$ cat src/rtl/dacmc_pkg.sv
// Package with register map, field layouts and carrier types for the DAC channel mode control.
package dacmc_pkg;
    // Channel count and data widths.
    localparam int NCH = 4;
    localparam int CODE_W = 12;
    localparam int ICODE_W = 8;
    // Register byte offsets.
    localparam logic [7:0] OFS_COMMON = 8'h00;
    localparam logic [7:0] OFS_DEVMODE = 8'h04;
    localparam logic [7:0] OFS_STATUS = 8'h08;
    localparam logic [3:0] CH_FIRST = 4'h1;
    localparam logic [3:0] CH_LAST = 4'h4;
    localparam logic [3:0] SUB_DATA = 4'h0;
    localparam logic [3:0] SUB_VCMP = 4'h4;
    localparam logic [3:0] SUB_IMISC = 4'h8;
    localparam logic [3:0] SUB_CMODE = 4'hC;
    // Shared configuration layout: two power-down bits per channel, then current bits, then reference.
    localparam int COM_IPD_LSB = 8;
    localparam int COM_REF_BIT = 12;
    localparam int COM_W = 13;
    localparam logic [COM_W-1:0] COM_RST = 13'h0FFF;
    // Voltage and comparator configuration layout.
    localparam int VC_EN = 3;
    localparam int VC_PIN = 4;
    localparam int VC_OD = 5;
    localparam int VC_INV = 6;
    localparam int VC_FB = 7;
    localparam int VC_W = 8;
    localparam logic [VC_W-1:0] VC_RST = 8'h00;
    localparam int RNG_W = 4;
    localparam logic [RNG_W-1:0] RNG_RST = 4'h0;
    // Voltage power-down field encodings.
    typedef enum logic [1:0] {VPD_UP = 2'h0, VPD_10K = 2'h1, VPD_100K = 2'h2, VPD_HIZ = 2'h3} dacmc_vpd_t;
    // Gain and reference selection codes.
    typedef enum logic [2:0] {GS_EXT = 3'h0, GS_VDD = 3'h1, GS_X1P5 = 3'h2, GS_X2 = 3'h3,
        GS_X3 = 3'h4, GS_X4 = 3'h5} dacmc_gsel_t;
    typedef enum logic [2:0] {GN_X1 = 3'h0, GN_X1P5 = 3'h1, GN_X2 = 3'h2, GN_X3 = 3'h3, GN_X4 = 3'h4} dacmc_gain_t;
    typedef enum logic [1:0] {REF_EXT = 2'h0, REF_VDD = 2'h1, REF_INT = 2'h2} dacmc_ref_t;
    // Comparator mode field encodings; the last code is invalid.
    typedef enum logic [1:0] {CM_PLAIN = 2'h0, CM_HYST = 2'h1, CM_WIN = 2'h2, CM_BAD = 2'h3} dacmc_cmode_t;
    localparam logic [1:0] CM_RST = 2'h0;
    // Per-channel configuration as stored by software.
    typedef struct packed {
        logic [CODE_W-1:0] code;
        logic [1:0] vpd;
        logic ipd;
        logic [VC_W-1:0] vcmp;
        logic [RNG_W-1:0] range;
        logic [1:0] cmode;
    } dacmc_chcfg_t;
    // Per-channel controls to the analog output stage.
    typedef struct packed {
        logic vout_en;
        logic iout_en;
        logic [1:0] ref_sel;
        logic [2:0] gain;
        logic [CODE_W-1:0] vcode;
        logic [ICODE_W-1:0] icode;
        logic [RNG_W-1:0] range;
        logic cmp_on;
        logic fb_finite;
        logic [1:0] cmode;
    } dacmc_chout_t;
endpackage

$ cat src/rtl/dacmc_channel.sv
// One channel: mode decode, reference and gain, comparator pin driver.
`timescale 1ns/1ps
module dacmc_channel #(
    parameter int RES_BITS = 12
) (
    // Clock and reset.
    input wire logic clk,
    input wire logic rst_n,
    // Configuration from the register file and the raw comparator result.
    input dacmc_pkg::dacmc_chcfg_t cfg,
    input wire logic cmp_raw,
    // Analog controls, comparator pin and synchronised comparator result.
    output dacmc_pkg::dacmc_chout_t ana_r,
    output logic pin_o_r,
    output logic pin_oe_r,
    output logic cmp_sync_r
);
    logic cmp_s1_r;
    logic vmode;
    logic imode;
    logic res;
    logic drive;
    dacmc_pkg::dacmc_chout_t ana_nxt;
    localparam logic [dacmc_pkg::CODE_W-1:0] VMASK = dacmc_pkg::CODE_W'((1 << RES_BITS) - 1);

    // Decode the channel's mode, reference, gain and codes.
    always_comb begin
        vmode = (cfg.vpd == dacmc_pkg::VPD_UP) && cfg.ipd;
        imode = !cfg.ipd && (cfg.vpd == dacmc_pkg::VPD_HIZ);
        ana_nxt = '0;
        ana_nxt.vout_en = vmode;
        ana_nxt.iout_en = imode;
        ana_nxt.vcode = vmode ? (cfg.code & VMASK) : '0;
        ana_nxt.icode = imode ? cfg.code[dacmc_pkg::ICODE_W-1:0] : '0;
        ana_nxt.range = cfg.range;
        ana_nxt.cmp_on = vmode && cfg.vcmp[dacmc_pkg::VC_EN];
        ana_nxt.fb_finite = cfg.vcmp[dacmc_pkg::VC_FB];
        ana_nxt.cmode = cfg.cmode;
        ana_nxt.ref_sel = dacmc_pkg::REF_INT;
        case (cfg.vcmp[2:0])
            dacmc_pkg::GS_X1P5: ana_nxt.gain = dacmc_pkg::GN_X1P5;
            dacmc_pkg::GS_X2: ana_nxt.gain = dacmc_pkg::GN_X2;
            dacmc_pkg::GS_X3: ana_nxt.gain = dacmc_pkg::GN_X3;
            dacmc_pkg::GS_X4: ana_nxt.gain = dacmc_pkg::GN_X4;
            dacmc_pkg::GS_VDD: begin
                ana_nxt.ref_sel = dacmc_pkg::REF_VDD;
                ana_nxt.gain = dacmc_pkg::GN_X1;
            end
            default: begin
                ana_nxt.ref_sel = dacmc_pkg::REF_EXT;
                ana_nxt.gain = dacmc_pkg::GN_X1;
            end
        endcase
    end

    // Comparator result arrives asynchronously from the analog side.
    always_ff @(posedge clk or negedge rst_n) begin
        if (!rst_n) begin
            cmp_s1_r <= 1'b0;
            cmp_sync_r <= 1'b0;
        end else begin
            cmp_s1_r <= cmp_raw;
            cmp_sync_r <= cmp_s1_r;
        end
    end

    // Pin driver; open drain only ever pulls low, so the pin needs an external pull-up.
    assign res = cmp_sync_r ^ cfg.vcmp[dacmc_pkg::VC_INV];
    assign drive = ana_nxt.cmp_on && cfg.vcmp[dacmc_pkg::VC_PIN];
    always_ff @(posedge clk or negedge rst_n) begin
        if (!rst_n) begin
            pin_o_r <= 1'b0;
            pin_oe_r <= 1'b0;
        end else if (!drive) begin
            pin_o_r <= 1'b0;
            pin_oe_r <= 1'b0;
        end else if (cfg.vcmp[dacmc_pkg::VC_OD]) begin
            pin_o_r <= 1'b0;
            pin_oe_r <= !res;
        end else begin
            pin_o_r <= res;
            pin_oe_r <= 1'b1;
        end
    end

    // Analog controls register.
    always_ff @(posedge clk or negedge rst_n) begin
        if (!rst_n) begin
            ana_r <= '0;
        end else begin
            ana_r <= ana_nxt;
        end
    end

    chk_vout_entry: assert property (@(posedge clk) disable iff (!rst_n)
        (cfg.vpd == dacmc_pkg::VPD_UP && cfg.ipd) |=> (ana_r.vout_en && !ana_r.iout_en))
        else $error("Voltage mode not entered.");
    chk_iout_entry: assert property (@(posedge clk) disable iff (!rst_n)
        (cfg.vpd == dacmc_pkg::VPD_HIZ && !cfg.ipd) |=> (ana_r.iout_en && !ana_r.vout_en))
        else $error("Current mode not entered.");
    chk_vdd_unity: assert property (@(posedge clk) disable iff (!rst_n)
        ana_r.ref_sel == dacmc_pkg::REF_VDD |-> ana_r.gain == dacmc_pkg::GN_X1)
        else $error("Supply reference gain not unity.");
    chk_ext_unity: assert property (@(posedge clk) disable iff (!rst_n)
        ana_r.ref_sel == dacmc_pkg::REF_EXT |-> ana_r.gain == dacmc_pkg::GN_X1)
        else $error("External reference gain not unity.");
    chk_int_gain: assert property (@(posedge clk) disable iff (!rst_n)
        cfg.vcmp[2:0] == dacmc_pkg::GS_X4 |=> ana_r.ref_sel == dacmc_pkg::REF_INT && ana_r.gain == dacmc_pkg::GN_X4)
        else $error("Internal 4x gain not applied.");
    chk_vcode_range: assert property (@(posedge clk) disable iff (!rst_n)
        ana_r.vcode <= VMASK)
        else $error("Voltage code exceeds resolution.");
    chk_icode_track: assert property (@(posedge clk) disable iff (!rst_n)
        imode |=> ana_r.icode == $past(cfg.code[dacmc_pkg::ICODE_W-1:0]))
        else $error("Current code not the low byte.");
    chk_cmp_gate: assert property (@(posedge clk) disable iff (!rst_n)
        !vmode |=> !ana_r.cmp_on && !pin_oe_r)
        else $error("Comparator active outside voltage mode.");
    chk_pin_idle: assert property (@(posedge clk) disable iff (!rst_n)
        !cfg.vcmp[dacmc_pkg::VC_PIN] |=> !pin_oe_r && !pin_o_r)
        else $error("Pin driven while output disabled.");
    chk_od_low: assert property (@(posedge clk) disable iff (!rst_n)
        drive && cfg.vcmp[dacmc_pkg::VC_OD] |=> !pin_o_r && (pin_oe_r == !$past(res)))
        else $error("Open-drain drive wrong.");
    chk_pp_invert: assert property (@(posedge clk) disable iff (!rst_n)
        drive && !cfg.vcmp[dacmc_pkg::VC_OD] |=>
        pin_oe_r && pin_o_r == ($past(cmp_sync_r) ^ $past(cfg.vcmp[dacmc_pkg::VC_INV])))
        else $error("Push-pull level wrong.");
    chk_pin_on: assert property (@(posedge clk) disable iff (!rst_n)
        drive |=> pin_oe_r || cfg.vcmp[dacmc_pkg::VC_OD] || $past(cfg.vcmp[dacmc_pkg::VC_OD]))
        else $error("Enabled push-pull pin not driven.");
endmodule

$ cat src/rtl/dacmc_top.sv
// Register file over APB and four channel mode decoders for the quad DAC.
//
// How it works
// - Voltage mode: voltage path up, current down.
// - Current mode: current path on, voltage Hi-Z.
// - Internal reference off after reset, 1 enables.
// - Internal reference gains 1.5x, 2x, 3x, 4x.
// - External reference by default, gain fixed 1x.
// - Supply reference forces gain 1x.
// - Voltage code is N-bit, 10 or 12.
// - Current mode uses an 8-bit code.
// - Current range field selects output range.
// - Comparator needs voltage mode and enable bit.
// - Output-enable bit gates the comparator pin.
// - Open-drain bit: 0 push-pull, 1 open-drain.
// - Invert bit inverts result in both drives.
// - Feedback input Hi-Z after reset, 1 enables.
// - Comparator mode field chosen per channel.
// - Modes 00, 01, 10; 11 invalid.
`timescale 1ns/1ps
module dacmc_top #(
    parameter int RES_BITS = 12
) (
    // APB slave.
    input wire logic pclk,
    input wire logic presetn,
    input wire logic psel,
    input wire logic penable,
    input wire logic pwrite,
    input wire logic [7:0] paddr,
    input wire logic [31:0] pwdata,
    output logic [31:0] prdata,
    output logic pready,
    output logic pslverr,
    // Analog output stage.
    output dacmc_pkg::dacmc_chout_t [dacmc_pkg::NCH-1:0] ana_o,
    output logic int_ref_en_o,
    output logic mode_input_disable_o,
    // Comparator results and pins.
    input wire logic [dacmc_pkg::NCH-1:0] cmp_raw_i,
    output logic [dacmc_pkg::NCH-1:0] comparator_output_pin_o,
    output logic [dacmc_pkg::NCH-1:0] comparator_output_pin_oe
);
    logic [dacmc_pkg::COM_W-1:0] common_r;
    logic devmode_r;
    logic [dacmc_pkg::CODE_W-1:0] code_r [dacmc_pkg::NCH];
    logic [dacmc_pkg::VC_W-1:0] vcmp_r [dacmc_pkg::NCH];
    logic [dacmc_pkg::RNG_W-1:0] range_r [dacmc_pkg::NCH];
    logic [1:0] cmode_r [dacmc_pkg::NCH];
    logic [dacmc_pkg::NCH-1:0] cmp_sync;
    logic pready_r;
    logic pslverr_r;
    logic [31:0] prdata_r;
    logic [31:0] rdata_nxt;
    logic hit;
    logic is_ch;
    logic [1:0] ch_idx;
    logic [3:0] sub;
    logic setup;
    logic commit;
    logic [dacmc_pkg::VC_W-1:0] wvc;

    // Channel window decode: one 16-byte block per channel after the shared block.
    assign is_ch = (paddr[7:4] >= dacmc_pkg::CH_FIRST) && (paddr[7:4] <= dacmc_pkg::CH_LAST);
    assign ch_idx = 2'(paddr[7:4] - dacmc_pkg::CH_FIRST);
    assign sub = paddr[3:0];
    assign setup = psel && !penable;
    assign commit = psel && penable && pready_r && pwrite && hit;
    assign wvc = pwdata[dacmc_pkg::VC_W-1:0];

    // Read mux and address check; unused bits read as zero.
    always_comb begin
        rdata_nxt = 32'h0000_0000;
        hit = 1'b1;
        if (paddr == dacmc_pkg::OFS_COMMON) begin
            rdata_nxt[dacmc_pkg::COM_W-1:0] = common_r;
        end else if (paddr == dacmc_pkg::OFS_DEVMODE) begin
            rdata_nxt[0] = devmode_r;
        end else if (paddr == dacmc_pkg::OFS_STATUS) begin
            for (int i = 0; i < dacmc_pkg::NCH; i++) begin
                rdata_nxt[i] = ana_o[i].vout_en;
                rdata_nxt[4 + i] = ana_o[i].iout_en;
                rdata_nxt[8 + i] = ana_o[i].cmp_on;
                rdata_nxt[12 + i] = cmp_sync[i];
            end
        end else if (is_ch && sub == dacmc_pkg::SUB_DATA) begin
            rdata_nxt[dacmc_pkg::CODE_W-1:0] = code_r[ch_idx];
        end else if (is_ch && sub == dacmc_pkg::SUB_VCMP) begin
            rdata_nxt[dacmc_pkg::VC_W-1:0] = vcmp_r[ch_idx];
        end else if (is_ch && sub == dacmc_pkg::SUB_IMISC) begin
            rdata_nxt[dacmc_pkg::RNG_W-1:0] = range_r[ch_idx];
        end else if (is_ch && sub == dacmc_pkg::SUB_CMODE) begin
            rdata_nxt[1:0] = cmode_r[ch_idx];
        end else begin
            hit = 1'b0;
        end
    end

    // Zero-wait APB answer: ready rises in the access phase after every setup.
    always_ff @(posedge pclk or negedge presetn) begin
        if (!presetn) begin
            pready_r <= 1'b0;
            pslverr_r <= 1'b0;
            prdata_r <= 32'h0000_0000;
        end else if (setup) begin
            pready_r <= 1'b1;
            pslverr_r <= !hit;
            prdata_r <= pwrite ? 32'h0000_0000 : rdata_nxt;
        end else begin
            pready_r <= 1'b0;
            pslverr_r <= 1'b0;
        end
    end
    assign pready = pready_r;
    assign pslverr = pslverr_r;
    assign prdata = prdata_r;

    // Shared configuration: all channels Hi-Z, current paths down, internal reference off.
    always_ff @(posedge pclk or negedge presetn) begin
        if (!presetn) begin
            common_r <= dacmc_pkg::COM_RST;
        end else if (commit && paddr == dacmc_pkg::OFS_COMMON) begin
            common_r <= pwdata[dacmc_pkg::COM_W-1:0];
        end
    end
    assign int_ref_en_o = common_r[dacmc_pkg::COM_REF_BIT];

    // Mode-input disable is only stored and passed on; the host decides when to set it.
    always_ff @(posedge pclk or negedge presetn) begin
        if (!presetn) begin
            devmode_r <= 1'b0;
        end else if (commit && paddr == dacmc_pkg::OFS_DEVMODE) begin
            devmode_r <= pwdata[0];
        end
    end
    assign mode_input_disable_o = devmode_r;

    // Per-channel registers and decoders.
    for (genvar g = 0; g < dacmc_pkg::NCH; g++) begin : gen_ch
        dacmc_pkg::dacmc_chcfg_t cfg;

        // Code, gain and comparator controls, current range.
        always_ff @(posedge pclk or negedge presetn) begin
            if (!presetn) begin
                code_r[g] <= '0;
                vcmp_r[g] <= dacmc_pkg::VC_RST;
                range_r[g] <= dacmc_pkg::RNG_RST;
            end else if (commit && is_ch && ch_idx == 2'(g)) begin
                if (sub == dacmc_pkg::SUB_DATA) begin
                    code_r[g] <= pwdata[dacmc_pkg::CODE_W-1:0];
                end
                if (sub == dacmc_pkg::SUB_VCMP) begin
                    vcmp_r[g] <= wvc;
                end
                if (sub == dacmc_pkg::SUB_IMISC) begin
                    range_r[g] <= pwdata[dacmc_pkg::RNG_W-1:0];
                end
            end
        end

        // The invalid comparator mode is dropped so the analog side never sees it.
        always_ff @(posedge pclk or negedge presetn) begin
            if (!presetn) begin
                cmode_r[g] <= dacmc_pkg::CM_RST;
            end else if (commit && is_ch && ch_idx == 2'(g) && sub == dacmc_pkg::SUB_CMODE &&
                         pwdata[1:0] != dacmc_pkg::CM_BAD) begin
                cmode_r[g] <= pwdata[1:0];
            end
        end

        // Gather the channel's configuration for its decoder.
        always_comb begin
            cfg.code = code_r[g];
            cfg.vpd = common_r[2 * g +: 2];
            cfg.ipd = common_r[dacmc_pkg::COM_IPD_LSB + g];
            cfg.vcmp = vcmp_r[g];
            cfg.range = range_r[g];
            cfg.cmode = cmode_r[g];
        end

        dacmc_channel #(
            .RES_BITS(RES_BITS)
        ) u_ch (
            .clk(pclk),
            .rst_n(presetn),
            .cfg(cfg),
            .cmp_raw(cmp_raw_i[g]),
            .ana_r(ana_o[g]),
            .pin_o_r(comparator_output_pin_o[g]),
            .pin_oe_r(comparator_output_pin_oe[g]),
            .cmp_sync_r(cmp_sync[g])
        );

        chk_range_load: assert property (@(posedge pclk) disable iff (!presetn)
            commit && is_ch && ch_idx == 2'(g) && sub == dacmc_pkg::SUB_IMISC
            |=> ##1 ana_o[g].range == $past(pwdata[dacmc_pkg::RNG_W-1:0], 2))
            else $error("Current range not applied.");
        chk_mode_valid: assert property (@(posedge pclk) disable iff (!presetn)
            cmode_r[g] != dacmc_pkg::CM_BAD)
            else $error("Invalid comparator mode stored.");
        chk_mode_indep: assert property (@(posedge pclk) disable iff (!presetn)
            commit && !(is_ch && ch_idx == 2'(g)) |=> $stable(cmode_r[g]))
            else $error("Comparator mode changed by another channel.");
    end

    chk_ref_reset: assert property (@(posedge pclk) disable iff (!presetn)
        $rose(presetn) || !(commit && paddr == dacmc_pkg::OFS_COMMON) |=> $stable(int_ref_en_o))
        else $error("Reference enable changed without a write.");
    chk_ref_write: assert property (@(posedge pclk) disable iff (!presetn)
        commit && paddr == dacmc_pkg::OFS_COMMON && pwdata[dacmc_pkg::COM_REF_BIT] |=> int_ref_en_o)
        else $error("Reference enable write lost.");
    chk_apb_answer: assert property (@(posedge pclk) disable iff (!presetn)
        setup |=> pready && (pslverr == !$past(hit)))
        else $error("APB answer late or wrong.");
endmodule
$ cat config.mk
export PLATFORM = sky130hd
export DESIGN_NAME = dacmc_top
export DESIGN_NICKNAME = d
export VERILOG_FILES = /design/src/rtl/dacmc_pkg.sv /design/src/rtl/dacmc_channel.sv /design/src/rtl/dacmc_top.sv
export SDC_FILE = /design/constraint.sdc
export NUM_CORES = 1
export LEC_CHECK = 0
export BUFFER_PORTS_ARGS = -buffer_cell sky130_fd_sc_hd__buf_4
export CAP_MARGIN = 20
export CORE_MARGIN = 2
export CORE_UTILIZATION = 40
export DETAILED_ROUTE_END_ITERATION = 16
export PLACE_DENSITY = 0.61
export SLEW_MARGIN = 20
export SYNTH_ARGS = -nofsm -noshare
export SYNTH_HDL_FRONTEND = slang
export SYNTH_SLANG_ARGS = --single-unit
$ cat constraint.sdc
create_clock -name pclk -period 2.5 [get_ports pclk]
set_input_delay 0.5 -clock pclk [delete_from_list [all_inputs] [get_ports pclk]]
set_output_delay 0.5 -clock pclk [all_outputs]
set_load 0.1 [all_outputs]
**Yosys cells after proc, flatten, opt, wreduce, memory -nomap -nowiden**

Index checks and enable logic that the tools add are counted.

- $mul: 0
- Order comparisons: 3
- Mux-type cells: 67
- Add/sub/neg operators: 1
- Bitwise logic cells: 5
- Shift-type cells: 0
- Eq/ne operators: 33
- Div/mod/pow operators: 0
- Reductions and logical operators: 74

Operators by type and width:

| cell | number |
|---|---|
| 12-bit two-way mux | 7 |
| 8-bit two-way mux | 7 |
| 3-bit one-hot mux with 4 select lines | 4 |
| 1-bit logical AND | 41 |
| 1-bit two-way mux | 26 |
| 12-bit binary-select mux with 2-bit select | 1 |
| 3-bit by 2-bit == test with 1-bit output (second input constant) | 8 |
| 3-bit == test (second input constant) | 8 |
| 4-bit two-way mux | 6 |
| 2-bit AND reduction | 12 |
| 8-bit binary-select mux with 2-bit select | 1 |
| 16-bit two-way mux | 1 |
| 2-bit one-hot mux with 2 select lines | 4 |
| 4-bit OR reduction | 4 |
| 15-bit two-way mux | 1 |
| 13-bit two-way mux | 1 |
| 2-bit == test (second input constant) | 6 |
| 3-bit by 1-bit == test with 1-bit output (second input constant) | 4 |
| 1-bit logical NOT | 10 |
| 2-bit logical NOT | 5 |
| 2-bit two-way mux | 5 |
| 4-bit binary-select mux with 2-bit select | 1 |
| 4-bit == test (second input constant) | 2 |
| 8-bit by 3-bit == test with 1-bit output (second input constant) | 1 |
| 14 further kinds | 17 |

- Output and inout bits: 184
- Register bits after elaboration: 308
- Memory bits (writable): 0
- Latch bits: 0
- Memory bits (read-only): 0
- Input port bits: 49
- Memories: 0
- Logic and storage cells: 260

**Logic depth before layout (Yosys ltp)**

- Word-level depth: 15
- Mapped depth: 11

**By module**

Synthesis repeated with hierarchy kept, for this count alone.

- Cell total of the unflattened synthesis: 793
- Area total of the unflattened synthesis: 11,673.7 um^2

Modules (own cells, without submodules):

| module | cells an instance | sequential area each (um^2) | area an instance (um^2) | instances |
|---|---|---|---|---|
| dacmc_top | 489 | 3,418.3 | 6,754.0 | 1 |
| dacmc_channel | 76 | 975.9 | 1,229.9 | 4 |

**Worst setup path after synthesis**

No wires, ideal clock.

- Path type: input to register
- From: in paddr[4]
- To: reg vcmp_r (netlist bit gen_ch[0].cfg[10])
- Slack: -1.024 ns
- Path buffers: 3
- Library setup time: 0.125 ns
- Stages: 10
- Data arrival time: 3.399 ns
- Data required time: 2.375 ns
- Cells stage by stage: clkbuf_1 -> buf_2 -> inv_1 -> ha_1 -> nor3b_1 -> or3_1 -> nor4_4 -> buf_2 -> nand3_1 -> mux2_2

- Cells in the longest elaborated chain, start to end: 14
- Elaborated cells between the ends (all ways): 23
- Classes of those cells: add/sub: 1; order compare: 2; eq/ne: 2; mux: 7; reduce/logical: 11

Ends and longest elaborated chain:

| item | RTL line | source |
|---|---|---|
| start: declaration | dacmc_top.sv:30 | `input wire logic [7:0] paddr,` |
| 4-bit by 1-bit >= comparator with 1-bit output / 4-bit by 3-bit less-or-equal comparator with 1-bit output (equally long branches) | dacmc_top.sv:64 | `assign is_ch = (paddr[7:4] >= dacmc_pkg::CH_FIRST) && (paddr[7:4] <= dacmc_pkg::CH_LAST);` |
| 1-bit logical AND | dacmc_top.sv:64 |  |
| 1-bit logical AND | dacmc_top.sv:92 | `end else if (is_ch && sub == dacmc_pkg::SUB_CMODE) begin` |
| 1-bit two-way mux | dacmc_top.sv:92 |  |
| 1-bit two-way mux | dacmc_top.sv:90 | `end else if (is_ch && sub == dacmc_pkg::SUB_IMISC) begin` |
| 1-bit two-way mux | dacmc_top.sv:88 | `end else if (is_ch && sub == dacmc_pkg::SUB_VCMP) begin` |
| 1-bit two-way mux | dacmc_top.sv:86 | `end else if (is_ch && sub == dacmc_pkg::SUB_DATA) begin` |
| 1-bit two-way mux | dacmc_top.sv:79 | `end else if (paddr == dacmc_pkg::OFS_STATUS) begin` |
| 1-bit two-way mux | dacmc_top.sv:77 | `end else if (paddr == dacmc_pkg::OFS_DEVMODE) begin` |
| 1-bit two-way mux | dacmc_top.sv:75 | `if (paddr == dacmc_pkg::OFS_COMMON) begin` |
| 1-bit logical AND | dacmc_top.sv:68 | `assign commit = psel && penable && pready_r && pwrite && hit;` |
| 1-bit logical AND | dacmc_top.sv:148 | `end else if (commit && is_ch && ch_idx == 2'(g)) begin` |
| 1-bit logical AND * | dacmc_top.sv:148 |  |
| 2-bit AND reduction (no source line) * | n/a |  |
| end signal: indexed assignment | dacmc_top.sv:146 | `vcmp_r[g] <= dacmc_pkg::VC_RST;` |
| end signal: indexed assignment | dacmc_top.sv:153 | `vcmp_r[g] <= wvc;` |
| end: declaration | dacmc_top.sv:47 | `logic [dacmc_pkg::VC_W-1:0] vcmp_r [dacmc_pkg::NCH];` |

Mark *: on every way between the ends. The rest lies on a longest branch, timed or not.
A chain may end at the register's enable or synchronous reset.

**Worst setup path in the final report**

- From: in paddr[5]
- To: reg vcmp_r (netlist bit gen_ch[3].cfg[11])

Same word-level chain as after synthesis.

==> run summary <==
The run finished with clean final reports. The leftover overflow at the end of global routing came out at 0. The gate count of the mapped netlist is a little under 800. Summed over all cells, the static leakage comes to about 7.5 nW. At the pin with the least slew margin, the transition time is roughly 0.82 ns.

The floorplan step set the die width to ~170 um. The fraction of layout cells with a size suffix above 1 came out at 0.455. The number of antenna violations at the first check in global routing came out at 1. At the end of routability-driven placement, the weighted congestion stood at 0.875. The maximum vdd drop is roughly 470 uV. The fraction of registers with async set/reset came out at 1.00.

The number of flip-flops and latches in the synthesized netlist is 292. The global router's overall resource usage came out at 0.193. TritonCTS built the clock tree. The setup fix buffers added after clock tree synthesis is 0. The CTS sink count is between 200 and 300.

The final setup TNS came out at 0 ns. The floorplan has 61 rows. The effective utilization at floorplan came out at 0.407. The setup slack of the most critical reg-to-reg path came out at 0.61 ns. The placeable core region came out at around 28000 sq um. The data arrival time at the worst-slack endpoint is around 2.6 ns.

The DRC violation count after routing came out at 0. The required time reported for the critical path endpoint is 2.93 ns. The final clock period utilization by the worst path came out at 0.868. The final number of hold-violating endpoints came to 0. The sum of routed wire length over all layers came out at 28.4 mm. The terminus of the critical flop-to-flop path is gen_ch[3].cfg[11]. The insertion delay of the later-clocked pin in the worst-skew pair is 0.55 ns. The via count is ~7.0k.

In the routed layout, each cell is associated on average with a via count of between 4 and 5. The number of DRC markers in iteration 0 is approximately 400. Clock-pin slew was measured on the worst setup and hold paths at approximately 0.060 ns. In the synthesized netlist the dominant register cell turns out to be dfrtp_1. The critical path starts at paddr[5]. The first global-routing pass estimated 42.9 mm of wire.

The total half-perimeter wirelength after legalization and detailed placement came out at just over 20 mm. The time the final worst path needs with I/O delays and setup came out at approximately 2.2 ns. The sequential area share after synthesis is 0.646.

The number of max-cap violations came out at 0. Headroom to the max-slew limit came out at 0.450. The synthesized design contains 0 enable-type register cells. The min-delay analysis places its worst path in the category in -> reg.

The unique cell type count in the Yosys netlist is 47. Buffers inserted during clock tree synthesis total 31. The largest clock skew in the final design is between 0.005 and 0.006 ns. In this run the critical register-to-register path is launched from pready. Setup repair after global routing left no endpoint under its margin.

The clock passes through at most 3 buffers. The maximum level of the CTS H-tree came out at 1. The area overhead of the layout relative to synthesis came out at 30.2%. The height of the chip is between 150 and 200 um. The design draws just over 10 mW. The type of the worst setup path is in -> reg. STA classifies the critical path endpoint as a flip-flop. The via count of the first global-routing pass is around 7k. The total I/O pin count is around 230.

The Yosys step of the flow raised 0 warnings. The fmax is about 0.46 GHz. The maximum number of pins on one net before global-route repair is 84.

Summing every instance area after synthesis gives 11300 sq um. The library cell used as clock root buffer is clkbuf_16. The net total in the final layout is 1074. Gates resized during post-CTS repair numbered 0. The detail-routed net length per standard cell came out at around 20 um. The final cell utilization of the core came out at 0.530. The capturing element of the worst setup path is gen_ch[3].cfg[11].

The setup violation total in the final timing report came out at 0. The count of buffers from port buffering came out at 197. The antenna diode count is 0. The count of nets left with antenna violations once routing finished came out at 0.

The synthesized area per cell came out at 14.4 sq um. The pre-antenna-repair detailed-routing pass consisted of 5 iterations. The highest fanout seen on the critical path is 8. The floorplan die area came out at just under 30000 sq um. The cell count of the worst reg-to-reg path came out at 5. The final-layout fill cell count came out at roughly 2.4k. The total power density per cell area came out at 696 nW/um^2. The number of max-slew violations in the final report is 0. STA classifies the critical path startpoint as an input pin.
## critical path: stages
cell     delay, ns
buf_4         0.12
inv_1         0.11
ha_1          0.23
nor3b_4       0.06
or3_4         0.41
nor4_4        0.30
buf_4         0.23
nand3_2       0.27
mux2_2        0.37
## worst min path at each step
| stage | startpoint | end | slack (ns) | cells after the start |
|---|---|---|---|---|
| final | cmp_raw_i[2] | gen_ch[2].u_ch.cmp_s1_r | 0.05 | 1 |
| after global routing | cmp_raw_i[2] | gen_ch[2].u_ch.cmp_s1_r | 0.04 | 1 |
| after CTS | cmp_raw_i[1] | gen_ch[1].u_ch.cmp_s1_r | 0.04 | 1 |
| after detailed placement | gen_ch[1].u_ch.cmp_s1_r | gen_ch[1].u_ch.cmp_sync_r | 0.34 | 0 |
| after global placement | gen_ch[2].u_ch.cmp_s1_r | gen_ch[2].u_ch.cmp_sync_r | 0.33 | 0 |
| after floorplan | presetn | cmode_r[0] | 0.20 | 0 |
## cells in the final DEF, fill, tap and decap left out, drive strengths merged, types with 3 or more instances in the layout
cell / synthesis / layout
dfrtp: 280 / 280
buf: 34 / 239
mux2: 120 / 120
and2: 85 / 85
nand2: 40 / 40
clkbuf: 22 / 37
mux4: 22 / 22
nor2: 19 / 19
nand3: 19 / 19
conb: 1 / 16
o21ai: 14 / 14
nor3b: 14 / 14
dfstp: 12 / 12
nor2b: 11 / 11
a22oi: 9 / 9
o211ai: 9 / 9
clkinv: 0 / 9
xor2: 8 / 8
a21oi: 8 / 8
bufinv: 0 / 7
nor3: 6 / 6
a32o: 6 / 6
and3b: 5 / 5
a22o: 5 / 5
mux2i: 5 / 5
inv: 4 / 5
clkinvlp: 0 / 4
ha: 4 / 4
a211oi: 3 / 3
nand4: 3 / 3
## Yosys cell counts (3+ instances only)
library cell / number / area share
ha_1: 4 / 0.0044
buf_4: 24 / 0.016
inv_1: 4 / 0.0013
and3b_1: 5 / 0.0039
mux2i_1: 5 / 0.0044
nor3_1: 6 / 0.0026
dfrtp_1: 280 / 0.62
nand3_1: 19 / 0.0084
a211oi_1: 3 / 0.0020
a22oi_1: 9 / 0.0060
mux4_2: 22 / 0.044
clkbuf_1: 22 / 0.0073
a22o_1: 5 / 0.0039
mux2_2: 118 / 0.12
o211ai_1: 9 / 0.0060
nor2b_1: 11 / 0.0061
a32o_1: 6 / 0.0053
nor3b_1: 14 / 0.0093
a21oi_1: 8 / 0.0035
nand2_1: 40 / 0.013
xor2_1: 8 / 0.0062
o21ai_0: 14 / 0.0062
dfstp_2: 12 / 0.028
buf_1: 8 / 0.0026
nand4_1: 3 / 0.0017
and2_1: 85 / 0.047
nor2_1: 19 / 0.0063
## stage by stage
step                      worst slack (ns)  hold WS [ns]  instances  area (sq um)
after floorplan                     -0.343         0.204        804         11600
after global placement              -0.188         0.334       1365         13600
after detailed placement            -0.230         0.340       1365         13600
after CTS                            0.340        0.0371       1424         14800
after global routing                 0.251        0.0407       1424         14800
final                                0.330        0.0540       1424         14800
## flip-flops by register name, indices dropped and copies added, names as in the netlist
signal                  cells
cmode_r                     8
code_r                     48
common_r                   13
gen_ch.cfg                 48
gen_ch.u_ch.ana_r         140
gen_ch.u_ch.cmp_s1_r        4
gen_ch.u_ch.cmp_sync_r      4
gen_ch.u_ch.pin_o_r         4
gen_ch.u_ch.pin_oe_r        4
mode_input_disable_o        1
prdata                     16
pready                      1
pslverr                     1
## routing by layer
metal	up-vias	part of all wire	track usage
li1	3214	-	-
met1	3579	0.44	0.269
met2	200	0.48	0.312
met3	42	0.062	0.0364
met4	0	0.023	0.0512
met5	-	0	0
## repair_timing
action / CTS / global route
endpoints found under the hold margin: 46 / 0
endpoints found under the setup margin: 0 / 0
hold buffers: 1 / 0
## report_power, final
group          switching, mW  leakage [nW]  total [mW]  internal [mW]
Combinational          0.379          2.95       0.501          0.122
Sequential           0.00882          4.02        4.75           4.74
Clock                   1.87         0.564        5.03           3.16
## kinds of logic (layout without fill, tap and decap cells)
family	after synthesis	in the layout	synth area share
AOI/OAI and AO/OA	65	65	0.0410
xor gates and xnor gates	8	8	0.00618
adders and majority gates	4	4	0.00441
buffers and inverters	60	302	0.0280
DFF	292	292	0.646
muxes	147	147	0.167
other	1	16	0.000331
and+or+nand+nor	212	212	0.107
## area by class of cell
cell class | count | area (sq um) | area share
Sequential cell | 292 | 7320 | 0.496
Clock buffer | 37 | 858 | 0.0581
Inverter | 4 | 22.5 | 0.00153
Timing Repair Buffer | 240 | 1910 | 0.129
Tap cell | 378 | 473 | 0.0320
Clock inverter | 21 | 294 | 0.0199
Multi-Input combinational cell | 452 | 3880 | 0.263
Power figures use the tool's default switching activity.
